### src/common/atl_defines.vh
`ifndef ATL_DEFINES_VH
`define ATL_DEFINES_VH
// Register indices; the bus byte address is four times the index
`define ATL_IDX_MODE 8'h06
`define ATL_IDX_ATTACK_RATE_VALUE 8'h07
`define ATL_IDX_LIMITER_RELEASE_RATE 8'h08
`define ATL_IDX_RAMPMIX 8'h09
`define ATL_IDX_SPEED 8'h0A
`define ATL_IDX_TONE 8'h05
`define ATL_IDX_STATUS 8'h10
// Reset values
`define ATL_RST_MODE 8'h00
`define ATL_RST_ATTACK_RATE_VALUE 8'h10
`define ATL_RST_LIMITER_RELEASE_RATE 8'h20
`define ATL_RST_RAMPMIX 8'h09
`define ATL_RST_TONE 8'h00
// Mode register fields
`define ATL_MODE_BCF_HI 7
`define ATL_MODE_BCF_LO 6
`define ATL_MODE_TCF_HI 5
`define ATL_MODE_TCF_LO 4
`define ATL_MODE_TC_HI 3
`define ATL_MODE_TC_LO 2
`define ATL_MODE_TEN 1
`define ATL_MODE_LEN 0
// Ramp/mix fields
`define ATL_RMP_HI 5
`define ATL_RMP_LO 4
`define ATL_MIXA_HI 3
`define ATL_MIXA_LO 2
`define ATL_MIXB_HI 1
`define ATL_MIXB_LO 0
// Speed register field
`define ATL_SPEED_DBS 4
// Limiter rate numerators, in eighth-sample units
`define ATL_ATK_NUM 16'h0100
`define ATL_REL_NUM 16'h1000
// Ramp times in milliseconds
`define ATL_RAMP_MS0 100
`define ATL_RAMP_MS1 200
`define ATL_RAMP_MS2 300
`define ATL_RAMP_MS3 650
`define ATL_CLK_MHZ 40
// Full-scale clip level and max boost (dB)
`define ATL_CLIP_LEVEL 24'h7FFFFF
`define ATL_MAX_BOOST 4'hC
`endif

### src/logic/atl_top.v
`timescale 1ns/1ps
`include "atl_defines.vh"
module atl_top (
  input wire mclk,
  input wire rst,
  input wire [31:0] haddr,
  input wire [1:0] htrans,
  input wire hwrite,
  input wire [2:0] hsize,
  input wire hsel,
  input wire hready,
  input wire [31:0] hwdata,
  output reg [31:0] hrdata,
  output wire hreadyout,
  output wire hresp,
  input wire sample_clock,
  input wire [23:0] left_in,
  input wire [23:0] right_in,
  input wire clip_detect,
  input wire ramp_up_req,
  output reg [23:0] output_a,
  output reg [23:0] output_b,
  output reg [7:0] bass_gain,
  output reg [7:0] treble_gain,
  output reg [15:0] bass_coef,
  output reg [15:0] treble_coef,
  output reg [7:0] limiter_atten,
  output reg [15:0] pwm_duty,
  output reg ramp_done
);

  function [23:0] mix_pick;
    input [1:0] sel;
    input [23:0] l;
    input [23:0] r;
    reg [24:0] sum;
    begin
      sum = {l[23], l} + {r[23], r};
      case (sel)
        2'b01: mix_pick = r;
        2'b10: mix_pick = l;
        2'b11: mix_pick = sum[24:1];
        default: mix_pick = 24'h000000;
      endcase
    end
  endfunction

  // Corner coefficient at 48 kHz; per-sample units track the sample rate
  function [15:0] bass_cf;
    input [1:0] code;
    begin
      case (code)
        2'b00: bass_cf = 16'h0036;
        2'b01: bass_cf = 16'h006B;
        2'b10: bass_cf = 16'h00D6;
        default: bass_cf = 16'h0000;
      endcase
    end
  endfunction

  function [15:0] treble_cf;
    input [1:0] code;
    begin
      case (code)
        2'b00: treble_cf = 16'h0AAB;
        2'b01: treble_cf = 16'h1555;
        2'b10: treble_cf = 16'h2555;
        default: treble_cf = 16'h0000;
      endcase
    end
  endfunction

  localparam RAMP_MAX = 16'h8000;
  localparam [31:0] RAMP_C0 = `ATL_RAMP_MS0 * `ATL_CLK_MHZ * 1000 / 32768;
  localparam [31:0] RAMP_C1 = `ATL_RAMP_MS1 * `ATL_CLK_MHZ * 1000 / 32768;
  localparam [31:0] RAMP_C2 = `ATL_RAMP_MS2 * `ATL_CLK_MHZ * 1000 / 32768;
  localparam [31:0] RAMP_C3 = `ATL_RAMP_MS3 * `ATL_CLK_MHZ * 1000 / 32768;

  localparam ST_IDLE = 3'b001;
  localparam ST_ATTACK = 3'b010;
  localparam ST_RELEASE = 3'b100;

  reg [7:0] mode_reg;
  reg [7:0] attack_rate_value;
  reg [7:0] release_rate_value;
  reg [7:0] rampmix_reg;
  reg [7:0] tone_reg;
  reg double_speed_select;
  reg [2:0] lim_state;
  reg [7:0] lim_bass_cut;
  reg [7:0] lim_treble_cut;
  reg [15:0] step_acc;

  // AHB-Lite slave: zero wait states, OKAY always
  reg wr_pend;
  reg [7:0] wr_addr;
  reg rd_pend;
  reg [7:0] rd_addr;
  wire take = hsel && hready && htrans[1];
  assign hreadyout = 1'b1;
  assign hresp = 1'b0;

  wire [1:0] bass_corner_select = mode_reg[`ATL_MODE_BCF_HI:`ATL_MODE_BCF_LO];
  wire [1:0] treble_corner_select =
    mode_reg[`ATL_MODE_TCF_HI:`ATL_MODE_TCF_LO];
  wire [1:0] tone_preset_mode = mode_reg[`ATL_MODE_TC_HI:`ATL_MODE_TC_LO];
  wire tone_enable = mode_reg[`ATL_MODE_TEN];
  wire limiter_enable = mode_reg[`ATL_MODE_LEN];
  wire [1:0] ramp_speed_select = rampmix_reg[`ATL_RMP_HI:`ATL_RMP_LO];

  always @(posedge mclk) begin
    if (rst) begin
      wr_pend <= 1'b0;
      rd_pend <= 1'b0;
      wr_addr <= 8'h00;
      rd_addr <= 8'h00;
    end else begin
      wr_pend <= take && hwrite;
      rd_pend <= take && !hwrite;
      wr_addr <= haddr[9:2];
      rd_addr <= haddr[9:2];
    end
  end

  always @(posedge mclk) begin
    if (rst) begin
      mode_reg <= `ATL_RST_MODE;
      attack_rate_value <= `ATL_RST_ATTACK_RATE_VALUE;
      release_rate_value <= `ATL_RST_LIMITER_RELEASE_RATE;
      rampmix_reg <= `ATL_RST_RAMPMIX;
      tone_reg <= `ATL_RST_TONE;
      double_speed_select <= 1'b0;
    end else if (wr_pend) begin
      case (wr_addr)
        `ATL_IDX_MODE: mode_reg <= hwdata[7:0];
        `ATL_IDX_ATTACK_RATE_VALUE: attack_rate_value <= hwdata[7:0];
        `ATL_IDX_LIMITER_RELEASE_RATE: release_rate_value <= hwdata[7:0];
        `ATL_IDX_RAMPMIX: rampmix_reg <= {2'b00, hwdata[5:0]};
        `ATL_IDX_TONE: tone_reg <= hwdata[7:0];
        `ATL_IDX_SPEED: double_speed_select <= hwdata[`ATL_SPEED_DBS];
        default: ;
      endcase
    end
  end

  always @* begin
    hrdata = 32'h00000000;
    if (rd_pend) begin
      case (rd_addr)
        `ATL_IDX_MODE: hrdata = {24'h000000, mode_reg};
        `ATL_IDX_ATTACK_RATE_VALUE: hrdata = {24'h000000, attack_rate_value};
        `ATL_IDX_LIMITER_RELEASE_RATE: hrdata = {24'h000000, release_rate_value};
        `ATL_IDX_RAMPMIX: hrdata = {24'h000000, rampmix_reg};
        `ATL_IDX_TONE: hrdata = {24'h000000, tone_reg};
        `ATL_IDX_SPEED: hrdata = {27'h0000000, double_speed_select, 4'h0};
        `ATL_IDX_STATUS:
          hrdata = {15'h0000, ramp_done, limiter_atten, 5'h00, lim_state};
        default: hrdata = 32'h00000000;
      endcase
    end
  end

  // Sample clock from the pin: two flops, then edge detect on the second
  reg sc_m;
  reg sc_s;
  reg sc_d;
  wire sample_tick = sc_s && !sc_d;
  always @(posedge mclk) begin
    if (rst) begin
      sc_m <= 1'b0;
      sc_s <= 1'b0;
      sc_d <= 1'b0;
    end else begin
      sc_m <= sample_clock;
      sc_s <= sc_m;
      sc_d <= sc_s;
    end
  end

  reg clip_m;
  reg clip_s;
  always @(posedge mclk) begin
    if (rst) begin
      clip_m <= 1'b0;
      clip_s <= 1'b0;
    end else begin
      clip_m <= clip_detect;
      clip_s <= clip_m;
    end
  end

  // Mixing ahead of the volume stage
  always @(posedge mclk) begin
    if (rst) begin
      output_a <= 24'h000000;
      output_b <= 24'h000000;
    end else if (sample_tick) begin
      output_a <= mix_pick(rampmix_reg[`ATL_MIXA_HI:`ATL_MIXA_LO],
                           left_in, right_in);
      output_b <= mix_pick(rampmix_reg[`ATL_MIXB_HI:`ATL_MIXB_LO],
                           left_in, right_in);
    end
  end

  // User or preset levels and corners
  reg [3:0] user_bass;
  reg [3:0] user_treble;
  reg [1:0] eff_bcf;
  reg [1:0] eff_tcf;
  always @* begin
    case (tone_preset_mode)
      2'b01: begin
        user_bass = 4'hC;
        user_treble = 4'h6;
      end
      2'b10: begin
        user_bass = 4'h8;
        user_treble = 4'h4;
      end
      2'b11: begin
        user_bass = 4'h4;
        user_treble = 4'h2;
      end
      default: begin
        user_bass = (tone_reg[7:4] > `ATL_MAX_BOOST) ?
          `ATL_MAX_BOOST : tone_reg[7:4];
        user_treble = (tone_reg[3:0] > `ATL_MAX_BOOST) ?
          `ATL_MAX_BOOST : tone_reg[3:0];
      end
    endcase
    eff_bcf = (tone_preset_mode == 2'b00) ? bass_corner_select : 2'b01;
    eff_tcf = (tone_preset_mode == 2'b00) ? treble_corner_select : 2'b10;
  end

  // Levels in eighth-dB units
  wire [7:0] bass_target = {1'b0, user_bass, 3'b000};
  wire [7:0] treble_target = {1'b0, user_treble, 3'b000};
  // Rate accumulator: one step per sample adds value; 256 eighth-sample
  // units of attack (4096 release) equal 32 (512) samples.
  wire [15:0] rate_num = (lim_state == ST_ATTACK) ?
    `ATL_ATK_NUM : `ATL_REL_NUM;
  wire [7:0] rate_val = (lim_state == ST_ATTACK) ?
    attack_rate_value : release_rate_value;
  wire [16:0] acc_sum = {1'b0, step_acc} + {6'h00, rate_val, 3'b000};
  wire step_now = acc_sum >= {1'b0, rate_num};

  // Limiter sequencing
  always @(posedge mclk) begin
    if (rst || !limiter_enable) begin
      lim_state <= ST_IDLE;
      lim_bass_cut <= 8'h00;
      lim_treble_cut <= 8'h00;
      limiter_atten <= 8'h00;
      step_acc <= 16'h0000;
    end else if (sample_tick) begin
      case (lim_state)
        ST_IDLE: begin
          step_acc <= 16'h0000;
          if (clip_s)
            lim_state <= ST_ATTACK;
          else if (lim_bass_cut != 8'h00 || limiter_atten != 8'h00)
            lim_state <= ST_RELEASE;
        end
        ST_ATTACK: begin
          if (!clip_s) begin
            lim_state <= ST_RELEASE;
            step_acc <= 16'h0000;
          end else if (step_now) begin
            step_acc <= acc_sum[15:0] - rate_num;
            if (lim_bass_cut < bass_target ||
                lim_treble_cut < treble_target) begin
              if (lim_bass_cut < bass_target)
                lim_bass_cut <= lim_bass_cut + 8'h01;
              if (lim_treble_cut < treble_target)
                lim_treble_cut <= lim_treble_cut + 8'h01;
            end else if (limiter_atten != 8'hFF)
              limiter_atten <= limiter_atten + 8'h01;
          end else
            step_acc <= acc_sum[15:0];
        end
        ST_RELEASE: begin
          if (clip_s) begin
            lim_state <= ST_ATTACK;
            step_acc <= 16'h0000;
          end else if (step_now) begin
            step_acc <= acc_sum[15:0] - rate_num;
            if (limiter_atten != 8'h00)
              limiter_atten <= limiter_atten - 8'h01;
            else if (lim_bass_cut != 8'h00)
              lim_bass_cut <= lim_bass_cut - 8'h01;
            else begin
              lim_treble_cut <= 8'h00;
              lim_state <= ST_IDLE;
            end
          end else
            step_acc <= acc_sum[15:0];
        end
        default: lim_state <= ST_IDLE;
      endcase
    end
  end

  always @(posedge mclk) begin
    if (rst) begin
      bass_gain <= 8'h00;
      treble_gain <= 8'h00;
      bass_coef <= 16'h0000;
      treble_coef <= 16'h0000;
    end else begin
      bass_gain <= (!tone_enable || lim_bass_cut >= bass_target) ?
        8'h00 : bass_target - lim_bass_cut;
      treble_gain <= (!tone_enable || double_speed_select ||
                      lim_treble_cut >= treble_target) ?
        8'h00 : treble_target - lim_treble_cut;
      // Per-sample bass coefficient halves at double rate; treble coefficient is zeroed
      bass_coef <= double_speed_select ?
        (bass_cf(eff_bcf) >> 1) : bass_cf(eff_bcf);
      treble_coef <= double_speed_select ? 16'h0000 : treble_cf(eff_tcf);
    end
  end

  // Ramp step spacing from speed code
  reg [31:0] ramp_cycles;
  always @* begin
    case (ramp_speed_select)
      2'b00: ramp_cycles = RAMP_C0;
      2'b01: ramp_cycles = RAMP_C1;
      2'b10: ramp_cycles = RAMP_C2;
      default: ramp_cycles = RAMP_C3;
    endcase
  end

  reg ru_m;
  reg ru_s;
  reg [15:0] ramp_cnt;
  reg [15:0] ramp_level;
  wire ramp_step = ramp_cnt >= ramp_cycles[15:0] - 16'h0001;
  // Linear ramp between zero and the 50% bias point
  always @(posedge mclk) begin
    if (rst) begin
      ru_m <= 1'b0;
      ru_s <= 1'b0;
      ramp_cnt <= 16'h0000;
      ramp_level <= 16'h0000;
      pwm_duty <= 16'h0000;
      ramp_done <= 1'b0;
    end else begin
      ru_m <= ramp_up_req;
      ru_s <= ru_m;
      ramp_cnt <= ramp_step ? 16'h0000 : ramp_cnt + 16'h0001;
      if (ramp_step) begin
        if (ru_s && ramp_level != RAMP_MAX)
          ramp_level <= ramp_level + 16'h0001;
        else if (!ru_s && ramp_level != 16'h0000)
          ramp_level <= ramp_level - 16'h0001;
      end
      pwm_duty <= ramp_level;
      ramp_done <= ru_s ? (ramp_level == RAMP_MAX) : (ramp_level == 16'h0000);
    end
  end

endmodule // atl_top

### config.mk
export PLATFORM = sky130hd
export DESIGN_NAME = atl_top
export DESIGN_NICKNAME = d
export VERILOG_FILES = /design/src/logic/atl_top.v
export VERILOG_INCLUDE_DIRS = /design/src /design/src/common
export SDC_FILE = /design/constraint.sdc
export NUM_CORES = 1
export LEC_CHECK = 0
export BUFFER_PORTS_ARGS = -buffer_cell sky130_fd_sc_hd__buf_4
export CAP_MARGIN = 20
export CORE_AREA = 5 5 216 218
export DETAILED_ROUTE_END_ITERATION = 6
export DIE_AREA = 0 0 221 223
export SLEW_MARGIN = 20
export SYNTH_ARGS = -nofsm -noshare
export SYNTH_HDL_FRONTEND = slang
export SYNTH_SLANG_ARGS = --single-unit
### constraint.sdc
create_clock -name mclk -period 15 [get_ports mclk]
set_input_delay 3 -clock mclk [delete_from_list [all_inputs] [get_ports mclk]]
set_output_delay 3 -clock mclk [all_outputs]
set_load 0.01 [all_outputs]
# After elaboration in Yosys (flattened, before gate mapping)

Cells that the tools add are included.

Add/sub/neg operators: 14
Reductions and logical operators: 45
Multiplexer cells: 57
Equality and inequality tests: 46
$lt $le $gt $ge: 8

Operator list:

| kind                    | count |
|---|---|
| $mux W8                 | 24 |
| $pmux W24 S3            | 2 |
| $pmux W17 S7            | 1 |
| $mux W16                | 5 |
| $pmux W16 S3            | 1 |
| $pmux W8 S2             | 3 |
| $pmux W14 S3            | 1 |
| $add A16 B1 Y16 const B | 2 |
| $sub A16 B1 Y16 const B | 2 |
| $pmux W10 S3            | 1 |
| $add A24 B24 Y25        | 1 |
| $add A8 B1 Y8 const B   | 3 |
| $eq A8 B3 Y1 const B    | 3 |
| $eq A8 B4 Y1 const B    | 3 |
| $pmux W4 S3             | 2 |
| $pmux W8 S3             | 1 |
| $mux W3                 | 7 |
| $ne A2 B2 Y1 const B    | 10 |
| $reduce_and A10 Y1      | 2 |
| $eq A2 B2 Y1 const B    | 9 |
| $add A16 B11 Y17        | 1 |
| $ge A17 B13 Y1          | 1 |
| $mux W17                | 1 |
| $eq A16 B16 Y1 const B  | 1 |
| 35 further kinds        | 83 |

Logic and storage cells: 202
Output and inout port bits: 155
Flip-flop bits (word level): 244

# Depth between registers and ports, before layout

Gate-level depths: netlist of the first run.

Word-level depth: 9
Gate-level depth with buffers: 20
Gate-level depth less buffers: 18

# Least setup slack after synthesis of the first run

OpenSTA, ideal clock, no wires.

Path kind: input to register
Start point: input left_in[6]
End point: register output_a[21]
Path buffers: 0
Data arrival time: 5.166 ns
Slack: 9.748 ns
Stages on the path: 10
Data required time: 14.914 ns
Cells stage by stage: ha_1 > a211o_1 > a21oi_1 > o21a_1 > a31oi_1 > a31oi_1 > nor3_1 > a41oi_1 > o311ai_0 > a211oi_1

Word-level cells in the longest chain between the ends: 2

Ends and longest elaborated chain:

| element              | RTL line      | text |
|---|---|---|
| start, declared      | atl_top.v:17  | `input wire [23:0] left_in,` |
| $add A24 B24 Y25     | atl_top.v:38  | `sum = {l[23], l} + {r[23], r};` |
| $pmux W24 S3         | atl_top.v:39  | `case (sel)` |
| end signal, assigned | atl_top.v:198 | `` output_a <= mix_pick(rampmix_reg[`ATL_MIXA_HI:`ATL_MIXA_LO], `` |
| end, declared        | atl_top.v:21  | `output reg [23:0] output_a,` |

Every way passes these cells.
A chain may end at the register's enable or synchronous reset.

# Worst setup path after layout of the first run

Start point: register rd_addr[0]
End point: output hrdata[0]

Word-level cells in the longest chain between the ends: 3
Elaborated cells on any way between the ends: 9

Ends and longest elaborated chain:

| element                              | RTL line      | text |
|---|---|---|
| start, declared                      | atl_top.v:98  | `reg [7:0] rd_addr;` |
| start signal, assigned               | atl_top.v:121 | `rd_addr <= haddr[9:2];` |
| $eq A8 B5 Y1 (tied with other cells) | atl_top.v:149 | `case (rd_addr)` |
| $pmux W17 S7 *                       | atl_top.v:149 |  |
| $mux W17 *                           | atl_top.v:148 | `if (rd_pend) begin` |
| end, declared                        | atl_top.v:13  | `output reg [31:0] hrdata,` |

Every way passes the cells marked *; elsewhere a longest branch is shown, timed or not.

==> results of run 1 <==
## routing by layer
metal / global-route usage (%) / routed length, um / part of all wire [%]
met5: 0 / 0 / 0
met3: 2.908 / 2241 / 5.9
met2: 24.42 / 17770 / 47
met4: 4.662 / 1081 / 2.8
met1: 18.76 / 16920 / 45
## path summary, 6_finish.rpt
path,startpoint,endpoint,depth (start not counted)
max,rd_addr[0]$_SDFF_PP0_,hrdata[0],6
min,ru_m$_SDFF_PP0_,ru_s$_SDFF_PP0_,1
max reg2reg,lim_state[0]$_SDFFE_PP1P_,lim_treble_cut[3]$_SDFFE_PP0P_,19
min reg2reg,ru_m$_SDFF_PP0_,ru_s$_SDFF_PP0_,1
## worst reg2reg max path: stages (launching register included)
cell and delay [ns]:
dfxtp_1 0.37, inv_1 0.12, nand2_1 0.11, nor2_1 0.10
buf_4 0.25, mux2_2 0.39, ha_1 0.29, a211oi_1 0.36
o211ai_2 0.14, a31oi_1 0.38, nand2b_1 0.18, xnor2_1 0.08
ha_1 0.30, nand4b_1 0.14, a2111oi_4 0.32, nand4_2 0.20
and4_4 0.24, or4_4 0.53, or4_1 0.48, o31ai_1 0.08
## cells by family (layout without fill, tap and decap cells)
kind of cell,Yosys count,count (layout),share of synthesized area [%]
AOI/OAI and AO/OA,348,348,17.89
xor gates and xnor gates,74,74,4.999
adders and majority gates,98,98,9.635
buffers and inverters,167,326,6.019
DFF,222,222,33.88
muxes,90,90,7.221
other,2,34,0.05726
and+or+nand+nor,536,536,20.30
## layout make-up
class,count,share of cell area (%)
multi-input cells,1180,49.91
well taps,600,4.672
flip-flops and latches,222,27.66
clock inverters,13,1.378
repair buffers,219,10.23
clock buffers,36,4.789
inverters,58,1.355
## report_power, final
part	switching, mW	internal, mW
Sequential	0.0285	0.627
Clock	0.266	0.461
Combinational	0.185	0.172
## cells in the mapped netlist, types with 4 or more instances
master and instances:
nand4_1 13, a31oi_1 10, ha_1 93, a221o_1 4, buf_4 36, a221oi_1 37, and3_1 23, xnor2_1 50
a211oi_1 13, nand2b_1 19, nor3b_1 4, nor3_1 59, a22oi_1 14, nor2_1 186, o21a_1 19, fa_1 5
o211ai_1 6, mux2_2 37, nor2b_1 46, inv_1 57, o21bai_1 11, a211o_1 5, or3_1 10, buf_1 6
o31ai_1 7, mux2i_1 53, dfxtp_1 222, a21oi_1 115, a21o_1 14, nor4_1 8, clkbuf_1 64, and2_1 12
nand3_1 42, xor2_1 23, a311oi_1 8, and4_1 4, o21ai_0 47, nand2_1 79
## stage by stage
step                cell area (um2)  power [mW]  worst slack (ns)  instances  hold slack, ns
finish                        16070       1.740             8.758       2328          0.4562
global route                  16070       1.840             8.536       2328          0.4688
CTS                           16070       1.769             8.771       2328          0.4591
detailed placement            15080       1.024             9.193       2279          0.4504
global placement              15080       1.015             9.274       2279          0.4387
floorplan                     13240      0.9231             9.748       1569          0.4138
==> flow_summary.toml, run 1 <==
[routing]
via_count = 11720
drtIter0Drc = 700
drc = 0
wirelength_um = 38010
postRouteAntennaNets = 0
firstDrtPassIters = 5
avgRoutedWirePerCell_um = 16.33
vias_per_cell = 5.034

[synth]
synthCells = 1537
ys_ff_latch = 222
syn_area_mm2 = 0.01312
async_reset_ff_share_pct = 0
synthTopCellsByArea = "dfxtp_1, ha_1, nor2_1"
synth-main-ff-cell = "dfxtp_1"
synth.top_cell.area_share_pct = 33.88
ys_types = 89
avgSynthCellArea_um2 = 8.534
synth_edf_count = 0
yosysTopAreaCell = "dfxtp_1"
yosysWarnings = 0
yosysSeqAreaShare_pct = 33.88

[sta]
fin_crit_sh_pct = 41.61
period_needed_ns = 6.242
setup-tns-final_ns = 0
fmax_mhz = 160.2
grt_setup_unrepaired = "no"
drv_slew = 0
finClkSkew_ns = 0.01118
hold_viol_final = 0
relSlewSlack_pct = 30.45
worst_pin_slew_ns = 1.036
setup_violations = 0

[clock_tree]
cts_tree = "yes"
post_cts_buffers = 0
max-clock-path-buffers = 3
ctsResizeCount = 0
clk_pin_slew_ns = 0.06
cts_root_buf = "clkbuf_16"
htreeDepth = 1
cts_sinks = 222
clock_latency_ns = 0.55
holdBufCountCts = 0
cts_buffers = 27

[final_layout]
fillers = 4655
ff_latch_area_mm2 = 0.004444
top_regs = "output_a (24), output_b (24)"
n_antenna_cell = 0
nNetsFinal = 1931
most-common-layout-cells = "dfxtp_1, buf_4, nor2_1, a21oi_1, ha_1"
area_delta_synth_final_pct = 22.50
multi_input_area_mm2 = 0.008020
final_layout_size_suffix_gt1_share_pct = 19.10
layout_commonest_cell = "dfxtp_1"
fin_util_pct = 35.95

[run_status]
status = "finished, final reports clean"

[global_routing]
antenna_found_initial = 1
grt_pass1_vias = 11260
grt_pass1_wl_um = 60300
grt_max_degree = 61
gr-total-overflow = 0
grt_use_total_pct = 14.51

[critical_path]
cpLargestDelayFamily = "simple AND/OR/NAND/NOR gates"
cp-end-kind = "primary output"
reg2reg_slack_ns = 9.83
cpMaxStageDelayCell = "nor2b_1"
cp-start-kind = "register"
critPathMaxFanout = 20
arrival_ns = 3.24
crit_buf_inv = 2
cp.required_ns = 12.00
cp_cell_sequence = "buf_4 > nor2b_1 > nor2b_1 > a221oi_1 > nor2_1 > buf_4"
max_stage_delay_ns = 0.74
worstSetupPathType = "register to primary output"

[pwr]
powerDensity_mw_per_mm2 = 108.3
peakVddDrop_mv = 0.07900
leakage_nw = 6.598

[floorplan]
initial_core_util_pct = 29.34
die_w_um = 221
coreArea_mm2 = 0.04470
rows = 78
dieArea_mm2 = 0.04928
die_h_um = 223
io_pins = 280

[placement]
portBuffers = 200
place.gp.congestion = 0.8850
dp_hpwl_um = 27830

[worst_hold_path]
hold_path_class = "register to register"

[job]
max_cap_viol_count = 0
No activity file was read; power rests on OpenSTA's default activity.
==> run 2: changes to the inputs <==
Clock period 15 ns to 5.2 ns, I/O delays scaled along.
==> flow_summary.toml, run 2 (same netlist as run 1, synthesis figures left out) <==
[routing]
postRouteAntennaNets = 0
wirelength_um = 38050
drc = 0
firstDrtPassIters = 5
avgRoutedWirePerCell_um = 16.30
drtIter0Drc = 674
via_count = 11730
vias_per_cell = 5.025

[critical_path]
cp-end-kind = "register"
cp-startpoint = "lim_state[0]$_SDFFE_PP1P_"
arrival_ns = 5.25
worstSetupPathType = "register to register"
max_stage_delay_ns = 0.52
cpMaxStageDelayCell = "or4_4"
cp_cell_sequence = "inv_1 > nand2_1 > nor2_4 > mux2_2 > ha_1 > a211oi_1 > o211ai_2 > a31oi_1 > nand2b_1 > xnor2_1 > ha_1 > nand4b_1 > a2111oi_4 > nand4_2 > and4_4 > or4_4 > or4_1 > o31ai_1"
r2r_start = "lim_state[0]$_SDFFE_PP1P_"
cp.required_ns = 5.66
critPathMaxFanout = 9
cp-start-kind = "register"
crit_top_cell = "ha_1"

[global_routing]
grt_use_total_pct = 14.63
grt_pass1_vias = 11400
gr-total-overflow = 0
antenna_found_initial = 0
grt_pass1_wl_um = 61210
grt_max_degree = 61

[job]
max_cap_viol_count = 0

[clock_tree]
clk_pin_slew_ns = 0.06
ctsResizeCount = 0
htreeDepth = 1
cts_sinks = 222
cts_root_buf = "clkbuf_16"
cts_buffers = 27
holdBufCountCts = 0
post_cts_buffers = 0
clock_latency_ns = 0.56
max-clock-path-buffers = 3
cts_tree = "yes"

[sta]
fin_crit_sh_pct = 92.10
fmax_mhz = 208.8
setup_violations = 0
hold_viol_final = 0
worst_pin_slew_ns = 0.9160
period_needed_ns = 4.789
setup-tns-final_ns = 0
relSlewSlack_pct = 38.71
grt_setup_unrepaired = "no"
worst_slack_ns = 0.4110
drv_slew = 0
finClkSkew_ns = 0.02262

[placement]
portBuffers = 200
pre_cts_ws_ns = 0.08302
dp_hpwl_um = 28090
place.gp.congestion = 0.8717
postPlaceCellArea_mm2 = 0.01514

[floorplan]
coreArea_mm2 = 0.04470
dieArea_mm2 = 0.04928
initial_core_util_pct = 29.34
die_w_um = 221
io_pins = 280
die_h_um = 223
rows = 78

[final_layout]
top_regs = "output_a (24), output_b (24)"
final_layout_size_suffix_gt1_share_pct = 19.38
final_area_mm2 = 0.01609
area_delta_synth_final_pct = 22.67
layout_commonest_cell = "buf_4"
n_antenna_cell = 0
fin_util_pct = 36.00
fillers = 4691
nNetsFinal = 1939
most-common-layout-cells = "buf_4, dfxtp_1, nor2_1, a21oi_1, ha_1"

[pwr]
powerDensity_mw_per_mm2 = 305.7
peakVddDrop_mv = 0.1905
leakage_nw = 6.604

[run_status]
status = "finished, final reports clean"

[worst_hold_path]
hold_path_class = "register to register"
min_from = "ru_m$_SDFF_PP0_"
## run 2: where the power goes
group	total, mW	internal, mW	switching, mW
sequential	1.89	1.81	0.0832
clock	2.00	1.23	0.766
combinational	1.03	0.495	0.532
## run 2: worst max-delay path, delay by kind of cell (launching register included)
kind / cells / cell delay [ns]
flops: 1 / 0.35
fa+ha+maj: 2 / 0.61
xor+xnor: 1 / 0.08
buf+inv: 1 / 0.12
mux: 1 / 0.39
simple gates: 8 / 2.06
compound gates: 5 / 1.06
## run 2: final cells by class
type / instances / area [um2] / share of cell area, %
Timing Repair Buffer: 227 / 1704 / 10.59
Multi-Input combinational cell: 1180 / 8035 / 49.94
Inverter: 58 / 217.7 / 1.353
Clock buffer: 37 / 773.2 / 4.806
Clock inverter: 10 / 163.9 / 1.019
Tap cell: 600 / 750.7 / 4.666
Sequential cell: 222 / 4444 / 27.62
## run 2: metal layers
| layer | track usage, % | wire (um) |
|---|---|---|
| met5 | 0 | 0 |
| met4 | 3.621 | 787 |
| met3 | 2.671 | 2017 |
| met2 | 25.24 | 18060 |
| met1 | 18.98 | 17180 |
## run 2: path summary, 6_finish.rpt
| kind | cells after the start | endpoint | slack, ns |
|---|---|---|---|
| worst max-delay path | 18 | lim_treble_cut[5]$_SDFFE_PP0P_ | 0.41 |
| worst min-delay path | 1 | ru_s$_SDFF_PP0_ | 0.45 |
| worst max register to register | 18 | lim_treble_cut[5]$_SDFFE_PP0P_ | 0.41 |
| worst min register to register | 1 | ru_s$_SDFF_PP0_ | 0.45 |
## run 2: metrics by stage
step | power, mW | hold WS, ns | std cells
after global placement | 2.931 | 0.4475 | 2287
after CTS | 5.004 | 0.4523 | 2334
final | 4.918 | 0.4547 | 2334
after detailed placement | 2.956 | 0.4450 | 2287
after global routing | 5.203 | 0.4686 | 2334
after floorplan | 2.663 | 0.4138 | 1569
